### config.mk
export PLATFORM = sky130hd
export DESIGN_NAME = ltws_top
export DESIGN_NICKNAME = d
export VERILOG_FILES = /design/src/ltws_pkg.sv /design/src/ltws_lane_cnt.sv /design/src/ltws_top.sv
export VERILOG_INCLUDE_DIRS = /design/src /design/src/src
export SDC_FILE = /design/constraint.sdc
export NUM_CORES = 1
export LEC_CHECK = 0
export ABC_AREA = 1
export ABC_CLOCK_PERIOD_IN_PS = 4900
export BUFFER_PORTS_ARGS = -buffer_cell sky130_fd_sc_hd__buf_2
export CORE_MARGIN = 2
export CORE_UTILIZATION = 44
export CTS_CLUSTER_DIAMETER = 40
export DETAILED_ROUTE_END_ITERATION = 12
export PLACE_DENSITY = 0.65
export SYNTH_ARGS = -nofsm -noshare
export SYNTH_HDL_FRONTEND = slang
export SYNTH_SLANG_ARGS = --single-unit
### constraint.sdc
create_clock -name pclk -period 4.9 [get_ports pclk]
set_clock_uncertainty 0.1 [all_clocks]
set_input_delay 0.245 -clock pclk [delete_from_list [all_inputs] [get_ports pclk]]
set_output_delay 0.245 -clock pclk [all_outputs]
set_load 0.02 [all_outputs]
### src/ltws_consts.svh
// Constants for the link training width-start and speed-change block
`ifndef LTWS_CONSTS_SVH
`define LTWS_CONSTS_SVH
`define LTWS_CLK_MHZ 40
`define LTWS_PAD_SYM 8'hf7
`define LTWS_IDLE_MIN_NS 20
`define LTWS_IDLE_MAX_US 2000
`define LTWS_TIMEOUT_US 24000
`define LTWS_IDLE_MIN_CYC ((`LTWS_IDLE_MIN_NS * `LTWS_CLK_MHZ + 999) / 1000)
`define LTWS_IDLE_MAX_CYC (`LTWS_IDLE_MAX_US * `LTWS_CLK_MHZ)
`define LTWS_TIMEOUT_CYC (`LTWS_TIMEOUT_US * `LTWS_CLK_MHZ)
`define LTWS_XL_TS_MIN 16
`define LTWS_XL_TS_MAX 32
`define LTWS_MATCH_CNT 2
`define LTWS_ERR_DEFER 2
`define LTWS_SPD_TS2_RX 8
`define LTWS_SPD_TS2_TX 16
`define LTWS_REG_CTRL 12'h000
`define LTWS_REG_CAP 12'h004
`define LTWS_REG_LINK 12'h008
`define LTWS_REG_STAT 12'h00c
`define LTWS_REG_XLTO 12'h010
`define LTWS_REG_RATE 12'h014
`define LTWS_CTRL_START 0
`define LTWS_CTRL_DIS 1
`define LTWS_CTRL_LPB 2
`define LTWS_CTRL_DSP 3
`define LTWS_CTRL_SPEED 4
`define LTWS_CAP_XL 0
`define LTWS_CAP_LPM 1
`define LTWS_CAP_MULTI 2
`endif

### src/ltws_pkg.sv
// Types for the link training width-start and speed-change block
package ltws_pkg;
  typedef enum logic [3:0] {
    LTWS_IDLE,
    LTWS_SPD_EIOS,
    LTWS_SPD_IDLE,
    LTWS_POLL_ACTIVE,
    LTWS_DS_START,
    LTWS_US_START,
    LTWS_US_XL_TS2,
    LTWS_WIDTH_ACCEPT,
    LTWS_DISABLED,
    LTWS_LPB_MASTER,
    LTWS_LPB_SLAVE,
    LTWS_DETECT
  } ltws_state_t;
  typedef enum logic [1:0] {
    LTWS_TX_TS1,
    LTWS_TX_TS2,
    LTWS_TX_EIOS,
    LTWS_TX_IDLE
  } ltws_tx_t;
endpackage : ltws_pkg

### src/ltws_lane_cnt.sv
// Per-lane counter of consecutive matching TS1 sets
`timescale 1ns/100ps
`default_nettype none
`include "ltws_consts.svh"
module ltws_lane_cnt (
  input wire logic pclk,
  input wire logic presetn,
  input wire logic clr,
  input wire logic ts_valid,
  input wire logic ts_match,
  input wire logic ts_err,
  output logic hit
);
  logic [2:0] cnt_r;
  // Any non-matching or errored set resets the run
  always_ff @(posedge pclk or negedge presetn) begin
    if (!presetn) begin
      cnt_r <= 3'h0;
    end else if (clr) begin
      cnt_r <= 3'h0;
    end else if (ts_valid) begin
      if (ts_match && !ts_err) begin
        if (cnt_r != 3'h7) begin
          cnt_r <= cnt_r + 3'h1;
        end
      end else begin
        cnt_r <= 3'h0;
      end
    end
  end
  assign hit = (cnt_r >= 3'(`LTWS_MATCH_CNT));
endmodule : ltws_lane_cnt
`default_nettype wire

### src/ltws_top.sv
// Link width-start and speed-change training controller with APB registers
// Summary of operation
// - On speed change, transmitter idles at least minimum idle time, at most 2 ms
// - An electrical idle ordered set is sent before going idle
// - Switch to the higher rate if any detected lane advertises it, then return to active polling
// - Downstream port goes disabled when directed to set the disable bit
// - Either facing goes loopback master when directed and master-capable
// - Crosslink downstream goes disabled when all TS1 lanes see disable twice
// - Enter loopback slave when all receiving lanes see loopback bit twice
// - Downstream lanes send TS1 with selected link numbers and pad lane numbers
// - Distinct link numbers only on lane groups able to form separate links
// - Downstream goes width-accept after two matching non-pad-link pad-lane TS1
// - Crosslink downstream sends 16-32 TS1, then flips upstream on such TS1
// - Crosslink timeout is random to break symmetric deadlock
// - Pad then non-pad TS1 sequence is invalid if a TS2 came between
// - Either facing returns to detect after 24 ms in width-start
// - Upstream port obeys directed disable only when crosslink-capable
// - Upstream disables on any lane seeing disable twice; crosslink needs all
// - Upstream lanes send TS1 with pad link and pad lane numbers
// - Upstream echoes one link number on matching lanes, pad elsewhere, accepts
// - Multi-lane link with TS1 errors defers evaluation by two more sets
// - Crosslink upstream sends 16-32 pad TS1, then selects normally on non-pad-link TS1
// - On crosslink timeout, upstream sends 16-32 pad TS2 and becomes downstream
// - Speed change entered when directed; higher rate only after 8 TS2 received and 16 sets sent
`timescale 1ns/100ps
`default_nettype none
`include "ltws_consts.svh"
module ltws_top #(
  parameter int LANES = 4,
  parameter int TIMEOUT_CYC = `LTWS_TIMEOUT_CYC,
  parameter int IDLE_MAX_CYC = `LTWS_IDLE_MAX_CYC
) (
  input wire logic pclk,
  input wire logic presetn,
  input wire logic psel,
  input wire logic penable,
  input wire logic pwrite,
  input wire logic [11:0] paddr,
  input wire logic [31:0] pwdata,
  output logic pready,
  output logic pslverr,
  output logic [31:0] prdata,
  input wire logic [LANES-1:0] rx_det,
  input wire logic [LANES-1:0] rx_ts_valid,
  input wire logic [LANES-1:0] rx_ts2,
  input wire logic [LANES-1:0] rx_err,
  input wire logic [LANES*8-1:0] rx_link,
  input wire logic [LANES*8-1:0] rx_lane,
  input wire logic [LANES-1:0] rx_dis,
  input wire logic [LANES-1:0] rx_lpb,
  input wire logic [LANES-1:0] rx_rate_hi,
  input wire logic tx_set_done,
  output ltws_pkg::ltws_tx_t tx_kind,
  output logic [LANES-1:0] tx_en,
  output logic [LANES*8-1:0] tx_link,
  output logic [LANES*8-1:0] tx_lane,
  output logic tx_dis,
  output logic tx_lpb,
  output logic rate_hi,
  output ltws_pkg::ltws_state_t state
);
  localparam logic [7:0] PAD = `LTWS_PAD_SYM;
  localparam int IDLE_MIN = (`LTWS_IDLE_MIN_CYC < 1) ? 1 : `LTWS_IDLE_MIN_CYC;

  ltws_pkg::ltws_state_t state_r;
  ltws_pkg::ltws_state_t state_nxt;
  logic [4:0] ctrl_r;
  logic [2:0] cap_r;
  logic [31:0] link_r;
  logic [15:0] xlto_r;
  logic [31:0] tmr_r;
  logic [5:0] txcnt_r;
  logic [15:0] lfsr_r;
  logic [15:0] xl_tmr_r;
  logic [3:0] ts2rx_r;
  logic [4:0] ts2tx_r;
  logic dsp_r;
  logic xl_sent_r;
  logic [LANES-1:0] pad_seen_r;
  logic [LANES-1:0] ts2_int_r;
  logic [LANES-1:0] err_seen_r;
  logic [LANES-1:0] rcv_r;
  logic [1:0] defer_r;
  logic [7:0] sel_link_r;
  logic [LANES-1:0] sel_lanes_r;
  logic [LANES-1:0] hit_nplink;
  logic [LANES-1:0] hit_padpad;
  logic [LANES-1:0] hit_dis;
  logic [LANES-1:0] hit_lpb;
  logic [LANES-1:0] active;
  logic in_start;
  logic entry;
  logic apb_wr;
  logic ds_accept;
  logic us_sel;
  logic all_dis;
  logic any_dis;
  logic all_lpb;
  logic xl;
  logic [5:0] xl_target;

  // Link number assigned to a lane: one per separately formable group
  function automatic logic [7:0] lane_link(input int idx, input logic [31:0] lr,
                                           input logic multi);
    lane_link = (multi && idx >= LANES / 2) ? lr[15:8] : lr[7:0];
  endfunction

  function automatic logic nonpad_match(input logic [7:0] lk, input logic [31:0] lr,
                                        input logic multi);
    nonpad_match = (lk != PAD) && ((lk == lr[7:0]) || (multi && lk == lr[15:8]));
  endfunction

  assign xl = cap_r[`LTWS_CAP_XL];
  assign in_start = (state_r == ltws_pkg::LTWS_DS_START) ||
                    (state_r == ltws_pkg::LTWS_US_START);
  assign entry = (state_r != state_nxt);
  // Receiving means a set arrived since entry, not a strobe in this cycle
  assign active = rcv_r;

  genvar g;
  generate
    for (g = 0; g < LANES; g = g + 1) begin : g_lane
      logic [7:0] lk;
      logic [7:0] ln;
      assign lk = rx_link[g*8 +: 8];
      assign ln = rx_lane[g*8 +: 8];
      // Downstream awaits its own link number back; upstream any non-pad
      ltws_lane_cnt u_np (
        .pclk(pclk), .presetn(presetn), .clr(entry), .ts_valid(rx_ts_valid[g]),
        .ts_match(!rx_ts2[g] && ln == PAD && (dsp_r ?
                  nonpad_match(lk, link_r, cap_r[`LTWS_CAP_MULTI]) : lk != PAD)),
        .ts_err(rx_err[g]), .hit(hit_nplink[g]));
      ltws_lane_cnt u_pp (
        .pclk(pclk), .presetn(presetn), .clr(entry), .ts_valid(rx_ts_valid[g]),
        .ts_match(!rx_ts2[g] && lk == PAD && ln == PAD),
        .ts_err(rx_err[g]), .hit(hit_padpad[g]));
      ltws_lane_cnt u_ds (
        .pclk(pclk), .presetn(presetn), .clr(entry), .ts_valid(rx_ts_valid[g]),
        .ts_match(!rx_ts2[g] && rx_dis[g]), .ts_err(rx_err[g]), .hit(hit_dis[g]));
      ltws_lane_cnt u_lb (
        .pclk(pclk), .presetn(presetn), .clr(entry), .ts_valid(rx_ts_valid[g]),
        .ts_match(!rx_ts2[g] && rx_lpb[g]), .ts_err(rx_err[g]), .hit(hit_lpb[g]));
      // Pad-first and TS2-interruption tracking per lane
      always_ff @(posedge pclk or negedge presetn) begin
        if (!presetn) begin
          pad_seen_r[g] <= 1'b0;
          ts2_int_r[g] <= 1'b0;
        end else if (entry) begin
          pad_seen_r[g] <= 1'b0;
          ts2_int_r[g] <= 1'b0;
        end else if (rx_ts_valid[g]) begin
          if (!rx_ts2[g] && lk == PAD && ln == PAD) begin
            pad_seen_r[g] <= 1'b1;
            ts2_int_r[g] <= 1'b0;
          end else if (rx_ts2[g] && pad_seen_r[g]) begin
            ts2_int_r[g] <= 1'b1;
          end
        end
      end
      assign tx_link[g*8 +: 8] = (dsp_r) ? lane_link(g, link_r, cap_r[`LTWS_CAP_MULTI]) :
                                 (sel_lanes_r[g] ? sel_link_r : PAD);
      assign tx_lane[g*8 +: 8] = PAD;
    end
  endgenerate

  // Without crosslink the pad-first condition counts as always met
  assign ds_accept = |(hit_nplink & rx_det & (xl ? (pad_seen_r & ~ts2_int_r) :
                       {LANES{1'b1}})) && (!xl || xl_sent_r) && defer_r == 2'h0;
  assign us_sel = |(hit_nplink & rx_det) && defer_r == 2'h0;
  assign all_dis = (|active) && ((hit_dis & active) == active);
  assign any_dis = |(hit_dis & rx_det);
  assign all_lpb = (|active) && ((hit_lpb & active) == active);
  assign xl_target = 6'(`LTWS_XL_TS_MIN);

  always_comb begin
    state_nxt = state_r;
    case (state_r)
      ltws_pkg::LTWS_IDLE: begin
        if (ctrl_r[`LTWS_CTRL_SPEED]) begin
          state_nxt = ltws_pkg::LTWS_SPD_EIOS;
        end else if (ctrl_r[`LTWS_CTRL_START]) begin
          state_nxt = ctrl_r[`LTWS_CTRL_DSP] ? ltws_pkg::LTWS_DS_START :
                      ltws_pkg::LTWS_US_START;
        end
      end
      ltws_pkg::LTWS_SPD_EIOS: begin
        if (tx_set_done) begin
          state_nxt = ltws_pkg::LTWS_SPD_IDLE;
        end
      end
      ltws_pkg::LTWS_SPD_IDLE: begin
        if (tmr_r >= 32'(IDLE_MIN) - 32'h1) begin
          state_nxt = ltws_pkg::LTWS_POLL_ACTIVE;
        end
      end
      ltws_pkg::LTWS_DS_START: begin
        if (tmr_r >= 32'(TIMEOUT_CYC) - 32'h1) begin
          state_nxt = ltws_pkg::LTWS_DETECT;
        end else if (ctrl_r[`LTWS_CTRL_DIS]) begin
          state_nxt = ltws_pkg::LTWS_DISABLED;
        end else if (ctrl_r[`LTWS_CTRL_LPB] && cap_r[`LTWS_CAP_LPM]) begin
          state_nxt = ltws_pkg::LTWS_LPB_MASTER;
        end else if (xl && all_dis) begin
          state_nxt = ltws_pkg::LTWS_DISABLED;
        end else if (all_lpb) begin
          state_nxt = ltws_pkg::LTWS_LPB_SLAVE;
        end else if (ds_accept) begin
          state_nxt = ltws_pkg::LTWS_WIDTH_ACCEPT;
        end else if (xl && xl_sent_r && |(hit_nplink & rx_det)) begin
          state_nxt = ltws_pkg::LTWS_US_START;
        end
      end
      ltws_pkg::LTWS_US_START: begin
        if (tmr_r >= 32'(TIMEOUT_CYC) - 32'h1) begin
          state_nxt = ltws_pkg::LTWS_DETECT;
        end else if (xl && ctrl_r[`LTWS_CTRL_DIS]) begin
          state_nxt = ltws_pkg::LTWS_DISABLED;
        end else if (ctrl_r[`LTWS_CTRL_LPB] && cap_r[`LTWS_CAP_LPM]) begin
          state_nxt = ltws_pkg::LTWS_LPB_MASTER;
        end else if (xl ? all_dis : any_dis) begin
          state_nxt = ltws_pkg::LTWS_DISABLED;
        end else if (all_lpb) begin
          state_nxt = ltws_pkg::LTWS_LPB_SLAVE;
        end else if (us_sel && (!xl || xl_sent_r)) begin
          state_nxt = ltws_pkg::LTWS_WIDTH_ACCEPT;
        end else if (xl && xl_sent_r && xl_tmr_r == 16'h0) begin
          state_nxt = ltws_pkg::LTWS_US_XL_TS2;
        end
      end
      ltws_pkg::LTWS_US_XL_TS2: begin
        if (txcnt_r >= xl_target) begin
          state_nxt = ltws_pkg::LTWS_DS_START;
        end
      end
      default: begin
        if (!ctrl_r[`LTWS_CTRL_START] && !ctrl_r[`LTWS_CTRL_SPEED]) begin
          state_nxt = ltws_pkg::LTWS_IDLE;
        end
      end
    endcase
  end

  always_ff @(posedge pclk or negedge presetn) begin
    if (!presetn) begin
      state_r <= ltws_pkg::LTWS_IDLE;
    end else begin
      state_r <= state_nxt;
    end
  end

  // Facing flips on crosslink resolution
  always_ff @(posedge pclk or negedge presetn) begin
    if (!presetn) begin
      dsp_r <= 1'b0;
    end else if (state_r == ltws_pkg::LTWS_IDLE) begin
      dsp_r <= ctrl_r[`LTWS_CTRL_DSP];
    end else if (state_nxt == ltws_pkg::LTWS_US_START && state_r == ltws_pkg::LTWS_DS_START) begin
      dsp_r <= 1'b0;
    end else if (state_nxt == ltws_pkg::LTWS_DS_START && state_r == ltws_pkg::LTWS_US_XL_TS2) begin
      dsp_r <= 1'b1;
    end
  end

  always_ff @(posedge pclk or negedge presetn) begin
    if (!presetn) begin
      tmr_r <= 32'h0;
    end else if (entry) begin
      tmr_r <= 32'h0;
    end else begin
      tmr_r <= tmr_r + 32'h1;
    end
  end

  // Sets sent since entry; crosslink pre-send counts 16 before acting
  always_ff @(posedge pclk or negedge presetn) begin
    if (!presetn) begin
      txcnt_r <= 6'h0;
      xl_sent_r <= 1'b0;
    end else if (entry) begin
      txcnt_r <= 6'h0;
      xl_sent_r <= 1'b0;
    end else if (tx_set_done && txcnt_r != 6'(`LTWS_XL_TS_MAX)) begin
      txcnt_r <= txcnt_r + 6'h1;
      if (txcnt_r + 6'h1 >= xl_target) begin
        xl_sent_r <= 1'b1;
      end
    end
  end

  // Free-running LFSR seeds a fresh random crosslink timeout
  always_ff @(posedge pclk or negedge presetn) begin
    if (!presetn) begin
      lfsr_r <= 16'hace1;
    end else begin
      lfsr_r <= {lfsr_r[14:0], lfsr_r[15] ^ lfsr_r[13] ^ lfsr_r[12] ^ lfsr_r[10]};
    end
  end

  always_ff @(posedge pclk or negedge presetn) begin
    if (!presetn) begin
      xl_tmr_r <= 16'h0;
    end else if (entry && state_nxt == ltws_pkg::LTWS_US_START) begin
      xl_tmr_r <= xlto_r | (lfsr_r & (xlto_r >> 1));
    end else if (xl_tmr_r != 16'h0) begin
      xl_tmr_r <= xl_tmr_r - 16'h1;
    end
  end

  // With the multi-lane capability set, lanes with errors hold off width evaluation by two further sets
  always_ff @(posedge pclk or negedge presetn) begin
    if (!presetn) begin
      err_seen_r <= '0;
      rcv_r <= '0;
      defer_r <= 2'h0;
    end else if (entry) begin
      err_seen_r <= '0;
      rcv_r <= '0;
      defer_r <= 2'h0;
    end else begin
      err_seen_r <= err_seen_r | (rx_err & rx_ts_valid & rx_det);
      rcv_r <= rcv_r | (rx_ts_valid & rx_det);
      if (cap_r[`LTWS_CAP_MULTI] && |(rx_err & rx_ts_valid & rx_det) && !(&err_seen_r)) begin
        defer_r <= 2'(`LTWS_ERR_DEFER);
      end else if (defer_r != 2'h0 && |rx_ts_valid) begin
        defer_r <= defer_r - 2'h1;
      end
    end
  end

  // Upstream selection latches a single link number
  always_ff @(posedge pclk or negedge presetn) begin
    if (!presetn) begin
      sel_link_r <= 8'hf7;
      sel_lanes_r <= '0;
    end else if (entry && state_nxt == ltws_pkg::LTWS_WIDTH_ACCEPT && !dsp_r) begin
      sel_lanes_r <= hit_nplink & rx_det;
    end else if (entry) begin
      sel_lanes_r <= '0;
    end else if (state_r == ltws_pkg::LTWS_US_START) begin
      // Numbers are read only under their strobe; between sets the lanes carry junk
      for (int i = LANES - 1; i >= 0; i--) begin
        if (rx_ts_valid[i] && rx_det[i] && rx_link[i*8 +: 8] != PAD) begin
          sel_link_r <= rx_link[i*8 +: 8];
        end
      end
    end
  end

  // Higher-rate qualifying counters: 8 TS2 received, 16 sets sent after the first
  always_ff @(posedge pclk or negedge presetn) begin
    if (!presetn) begin
      ts2rx_r <= 4'h0;
      ts2tx_r <= 5'h0;
      rate_hi <= 1'b0;
    end else begin
      if (|(rx_ts_valid & rx_ts2 & rx_det)) begin
        ts2rx_r <= (ts2rx_r == 4'(`LTWS_SPD_TS2_RX)) ? ts2rx_r : ts2rx_r + 4'h1;
      end
      if (ts2rx_r != 4'h0 && tx_set_done && ts2tx_r != 5'(`LTWS_SPD_TS2_TX)) begin
        ts2tx_r <= ts2tx_r + 5'h1;
      end
      if (state_r == ltws_pkg::LTWS_SPD_IDLE && entry) begin
        rate_hi <= |(rx_rate_hi & rx_det) && ts2rx_r == 4'(`LTWS_SPD_TS2_RX) &&
                   ts2tx_r == 5'(`LTWS_SPD_TS2_TX);
      end
    end
  end

  always_comb begin
    case (state_r)
      ltws_pkg::LTWS_SPD_EIOS: tx_kind = ltws_pkg::LTWS_TX_EIOS;
      ltws_pkg::LTWS_SPD_IDLE: tx_kind = ltws_pkg::LTWS_TX_IDLE;
      ltws_pkg::LTWS_US_XL_TS2: tx_kind = ltws_pkg::LTWS_TX_TS2;
      default: tx_kind = ltws_pkg::LTWS_TX_TS1;
    endcase
  end
  assign tx_en = (in_start || state_r == ltws_pkg::LTWS_US_XL_TS2) ? rx_det : '0;
  assign tx_dis = ctrl_r[`LTWS_CTRL_DIS];
  assign tx_lpb = ctrl_r[`LTWS_CTRL_LPB];
  assign state = state_r;

  // APB slave: zero wait states, unmapped addresses give pslverr
  assign apb_wr = psel && penable && pwrite;
  assign pready = 1'b1;
  always_ff @(posedge pclk or negedge presetn) begin
    if (!presetn) begin
      ctrl_r <= 5'h0;
      cap_r <= 3'h0;
      link_r <= 32'h0000_0100;
      xlto_r <= 16'h0400;
    end else begin
      if (apb_wr && paddr == `LTWS_REG_CTRL) begin
        ctrl_r <= pwdata[4:0];
      end else if (state_r == ltws_pkg::LTWS_POLL_ACTIVE) begin
        ctrl_r[`LTWS_CTRL_SPEED] <= 1'b0;
      end
      if (apb_wr && paddr == `LTWS_REG_CAP) begin
        cap_r <= pwdata[2:0];
      end
      if (apb_wr && paddr == `LTWS_REG_LINK) begin
        link_r <= pwdata;
      end
      if (apb_wr && paddr == `LTWS_REG_XLTO) begin
        xlto_r <= pwdata[15:0];
      end
    end
  end

  always_ff @(posedge pclk or negedge presetn) begin
    if (!presetn) begin
      prdata <= 32'h0;
      pslverr <= 1'b0;
    end else begin
      pslverr <= 1'b0;
      if (psel && !penable) begin
        prdata <= 32'h0;
        case (paddr)
          `LTWS_REG_CTRL: prdata <= {27'h0, ctrl_r};
          `LTWS_REG_CAP: prdata <= {29'h0, cap_r};
          `LTWS_REG_LINK: prdata <= link_r;
          `LTWS_REG_STAT: prdata <= {23'h0, dsp_r, 4'h0, state_r};
          `LTWS_REG_XLTO: prdata <= {16'h0, xlto_r};
          `LTWS_REG_RATE: prdata <= {31'h0, rate_hi};
          default: pslverr <= 1'b1;
        endcase
      end
    end
  end
endmodule : ltws_top
`default_nettype wire
==> summary.md <==
| Metric | Value |
|---|---|
| Detailed-route DRC error count | `0` |
| Buffers on Ports | `219` |
| First-pass GRT wire length | `70300 um` |
| Fin. Hold Viols | `0` |
| Post-synth EDFFs | `0` |
| Ys Warns | `0` |
| Core Region | `31700 sq um` |
| Hold Path Class | `input pin to register` |
| Post-synthesis sequential area ratio | `0.424` |
| WL final | `44800 um` |
| Vias | `13700` |
| Die Height | `184 um` |
| Most numerous cell in the Yosys netlist | `nand2_1` |
| Initial Util | `0.450` |
| Pleak | `8.56 nW` |
| Placed insts | `2469` |
| FP Rows | `65` |
| CP Launch Type | `register` |
| Req. time, crit path | `5.23 ns` |
| Final WS setup | `1.65 ns` |
| Tightest Pin Transition | `1.13 ns` |
| Tot GR Track Use | `0.264` |
| Main synth FF type | `dfrtp_1` |
| Final core utilization | `0.549` |
| Placer Congestion | `0.937` |
| Mapped cell area | `14300 sq um` |
| Final non-filler cell total | `2589` |
| Die area | `33900 sq um` |
| Cell internal pwr | `4.91 mW` |
| P_sw | `3.04 mW` |
| Final setup fails | `0` |
| Status | `finished clean` |
| Vias in the first global route | `13300` |
| Post-route setup TNS | `0 ns` |
| R2R Setup Slk | `1.65 ns` |
| Largest net degree at the start of global routing | `136` |
| Flop pwr share | `0.303` |
| Num Clock Sinks | `241` |
| Crit path DAT | `3.57 ns` |
| Max Cap Violations | `0` |
| Combinational share of power | `0.321` |
| WL per Instance | `17.3 um` |
| Gate Count Post-Synth | `1896` |
| H-Tree Depth | `2` |
| DRT met1 WL | `19700 um` |
| Share of cells above drive strength 1 | `0.173` |
| Highest clock rate | `308 MHz` |
| CTS buffer count | `43` |
| Fin crit period | `3.25 ns` |
| Synth Register Bits | `241` |
| TritonCTS clock tree | `done` |
| Fin Hold WS | `0.0129 ns` |
| Initial antenna violation count | `4` |
| Top post-synthesis cells by count | `nand2_1 (430), inv_1 (264), dfrtp_1 (224)` |
| Setup WS pre-CTS | `1.67 ns` |
| Syn Area/Cell | `7.53 sq um` |
| GRT overflow | `0` |
| Clock power frac | `0.376` |
| Layout area overhead | `22.0%` |
| Clk_lat worst skew | `0.53 ns` |
| Via-to-Cell Ratio | `5.29` |
| Worst-path fanout max | `53` |
| Async SR Flop Fraction | `1.00` |
| Max Used Layer | `met4` |
| Slew headroom | `0.245` |
| Post CTS Setup Buffer Count | `0` |
| P per Cell Area | `457 nW/um^2` |
| Unique masters post-synth | `59` |
| # fillers | `3014` |
| Switching share of power | `0.383` |
| DRT Pass-1 Iters | `5` |
| DP Wirelength | `33400 um` |
| Iteration-0 DRC Markers | `1056` |
| Final nets | `2329` |
| Post-route ant nets | `0` |
| Met3 wire length | `3390 um` |
| CTS root buf | `clkbuf_16` |
| WS Path Type | `register to register` |
| Die X | `184 um` |
| Yosys top cell by area | `dfrtp_1` |
| CTS max path bufs | `3` |
| Crit end category | `register` |
| Ports | `253` |
| RSZ-0062 raised after global routing | `no` |
| Period utilization | `0.663` |
| Maximum vdd drop | `0.318 mV` |
| Top-area cell type share of the netlist area | `0.393` |
| Synth top area cells | `dfrtp_1 (39%), nand2_1 (11%), inv_1 (6.9%), o21ai_0 (5.9%), nor2_1 (5.3%)` |
| Max-slew violation count | `0` |
| Met2 wire len | `20400 um` |
| Clk slew on worst S/H paths | `0.06 ns` |
-- final cells by class --
cell class | instances | area (sq um) | share of cell area
multi-input cells | 1327 | 6820 | 0.392
flip-flops and latches | 241 | 6050 | 0.347
repair buffers | 263 | 1540 | 0.0886
clock buffers | 57 | 1230 | 0.0705
inverters | 274 | 1030 | 0.0590
well taps | 402 | 503 | 0.0289
clock inverters | 21 | 233 | 0.0134
diodes | 4 | 10.0 | 0.000575
-- final timing paths --
path                           start                      end  depth (start not counted)
setup / recovery            state[0]  g_lane[0].u_lb.cnt_r[0]                         13
hold / removal             pwdata[4]                ctrl_r[4]                          3
setup reg to reg            state[0]  g_lane[0].u_lb.cnt_r[0]                         13
hold reg to reg            lfsr_r[5]                lfsr_r[6]                          0
max in group asynchronous    presetn                tmr_r[28]                          3
min in group asynchronous    presetn               link_r[30]                          2
-- power by group through the flow --
stage	registers [mW]	logic (mW)	clock network, mW
detailed placement	2.44	2.52	0
global route	2.44	2.88	3.13
floorplan	2.39	1.94	0
CTS	2.41	2.56	3.03
global placement	2.43	2.49	0
finish	2.41	2.56	2.99
-- logic make-up after synthesis --
kind of cell	Yosys count	synth area share
compound gates	337	0.134
xor+xnor	51	0.0313
fa+ha+maj	37	0.0324
buf+inv	359	0.107
flops	241	0.424
mux	15	0.0118
other cells	2	0.000526
simple gates	854	0.259
-- worst max-delay path, cell delays in order, from the launching register on --
cell,delay (ns)
dfrtp_1,0.59
inv_1,0.24
nor3_2,0.55
nand2_1,0.10
nand2_1,0.08
nand2_1,0.07
nand2_1,0.06
nand2_1,0.06
nand2_1,0.06
nand3_1,0.09
nor2_2,0.23
nand2_4,0.24
buf_4,0.39
a211oi_1,0.26
-- layer usage --
layer / up-vias / global-route usage
met3: 93 / 0.0541
met1: 6508 / 0.360
li1: 6636 / -
met2: 466 / 0.421
met5: - / 0
met4: 0 / 0.0883
-- state kept, by name, summed over array words and instances, names as in the netlist, 2 cells and up --
| register | cells |
|---|---|
| ctrl_r | 5 |
| defer_r | 2 |
| tmr_r | 32 |
| g_lane.u_lb.cnt_r | 12 |
| lfsr_r | 16 |
| prdata | 32 |
| g_lane.u_np.cnt_r | 12 |
| ts2tx_r | 5 |
| sel_link_r | 8 |
| state | 4 |
| link_r | 32 |
| err_seen_r | 4 |
| sel_lanes_r | 4 |
| txcnt_r | 6 |
| xlto_r | 16 |
| cap_r | 3 |
| ts2_int_r | 4 |
| active | 4 |
| xl_tmr_r | 16 |
| pad_seen_r | 4 |
| g_lane.u_ds.cnt_r | 12 |
| ts2rx_r | 4 |
-- what timing repair did --
item                                   CTS  global route
hold buffers                            38             0
endpoints found under the hold margin  176             0
resized for setup                        0             0
-- through the flow --
step,instance area (sq um),total power [mW]
after CTS,17400,7.99
after global routing,17400,8.45
after global placement,15600,4.92
after detailed placement,15600,4.96
after floorplan,14400,4.33
final,17400,7.96
-- layout by cell type, fill, tap and decap left out, drive strengths merged, types with 3 or more instances in the layout --
| cell type | instances |
|---|---|
| a2111oi | 4 |
| a211oi | 11 |
| a21oi | 66 |
| a22oi | 19 |
| a31oi | 4 |
| and3 | 3 |
| buf | 225 |
| bufinv | 3 |
| clkbuf | 57 |
| clkinv | 6 |
| clkinvlp | 8 |
| conb | 33 |
| dfrtp | 224 |
| dfstp | 17 |
| diode | 4 |
| dlygate4sd3 | 38 |
| ha | 37 |
| inv | 278 |
| mux2 | 15 |
| nand2 | 433 |
| nand3 | 86 |
| nand4 | 40 |
| nor2 | 212 |
| nor3 | 51 |
| nor3b | 4 |
| nor4 | 14 |
| o2111ai | 4 |
| o211ai | 5 |
| o21a | 5 |
| o21ai | 175 |
| o22ai | 34 |
| or2 | 5 |
| xnor2 | 13 |
| xor2 | 38 |
Note: power is estimated with default switching activity, not from simulation.
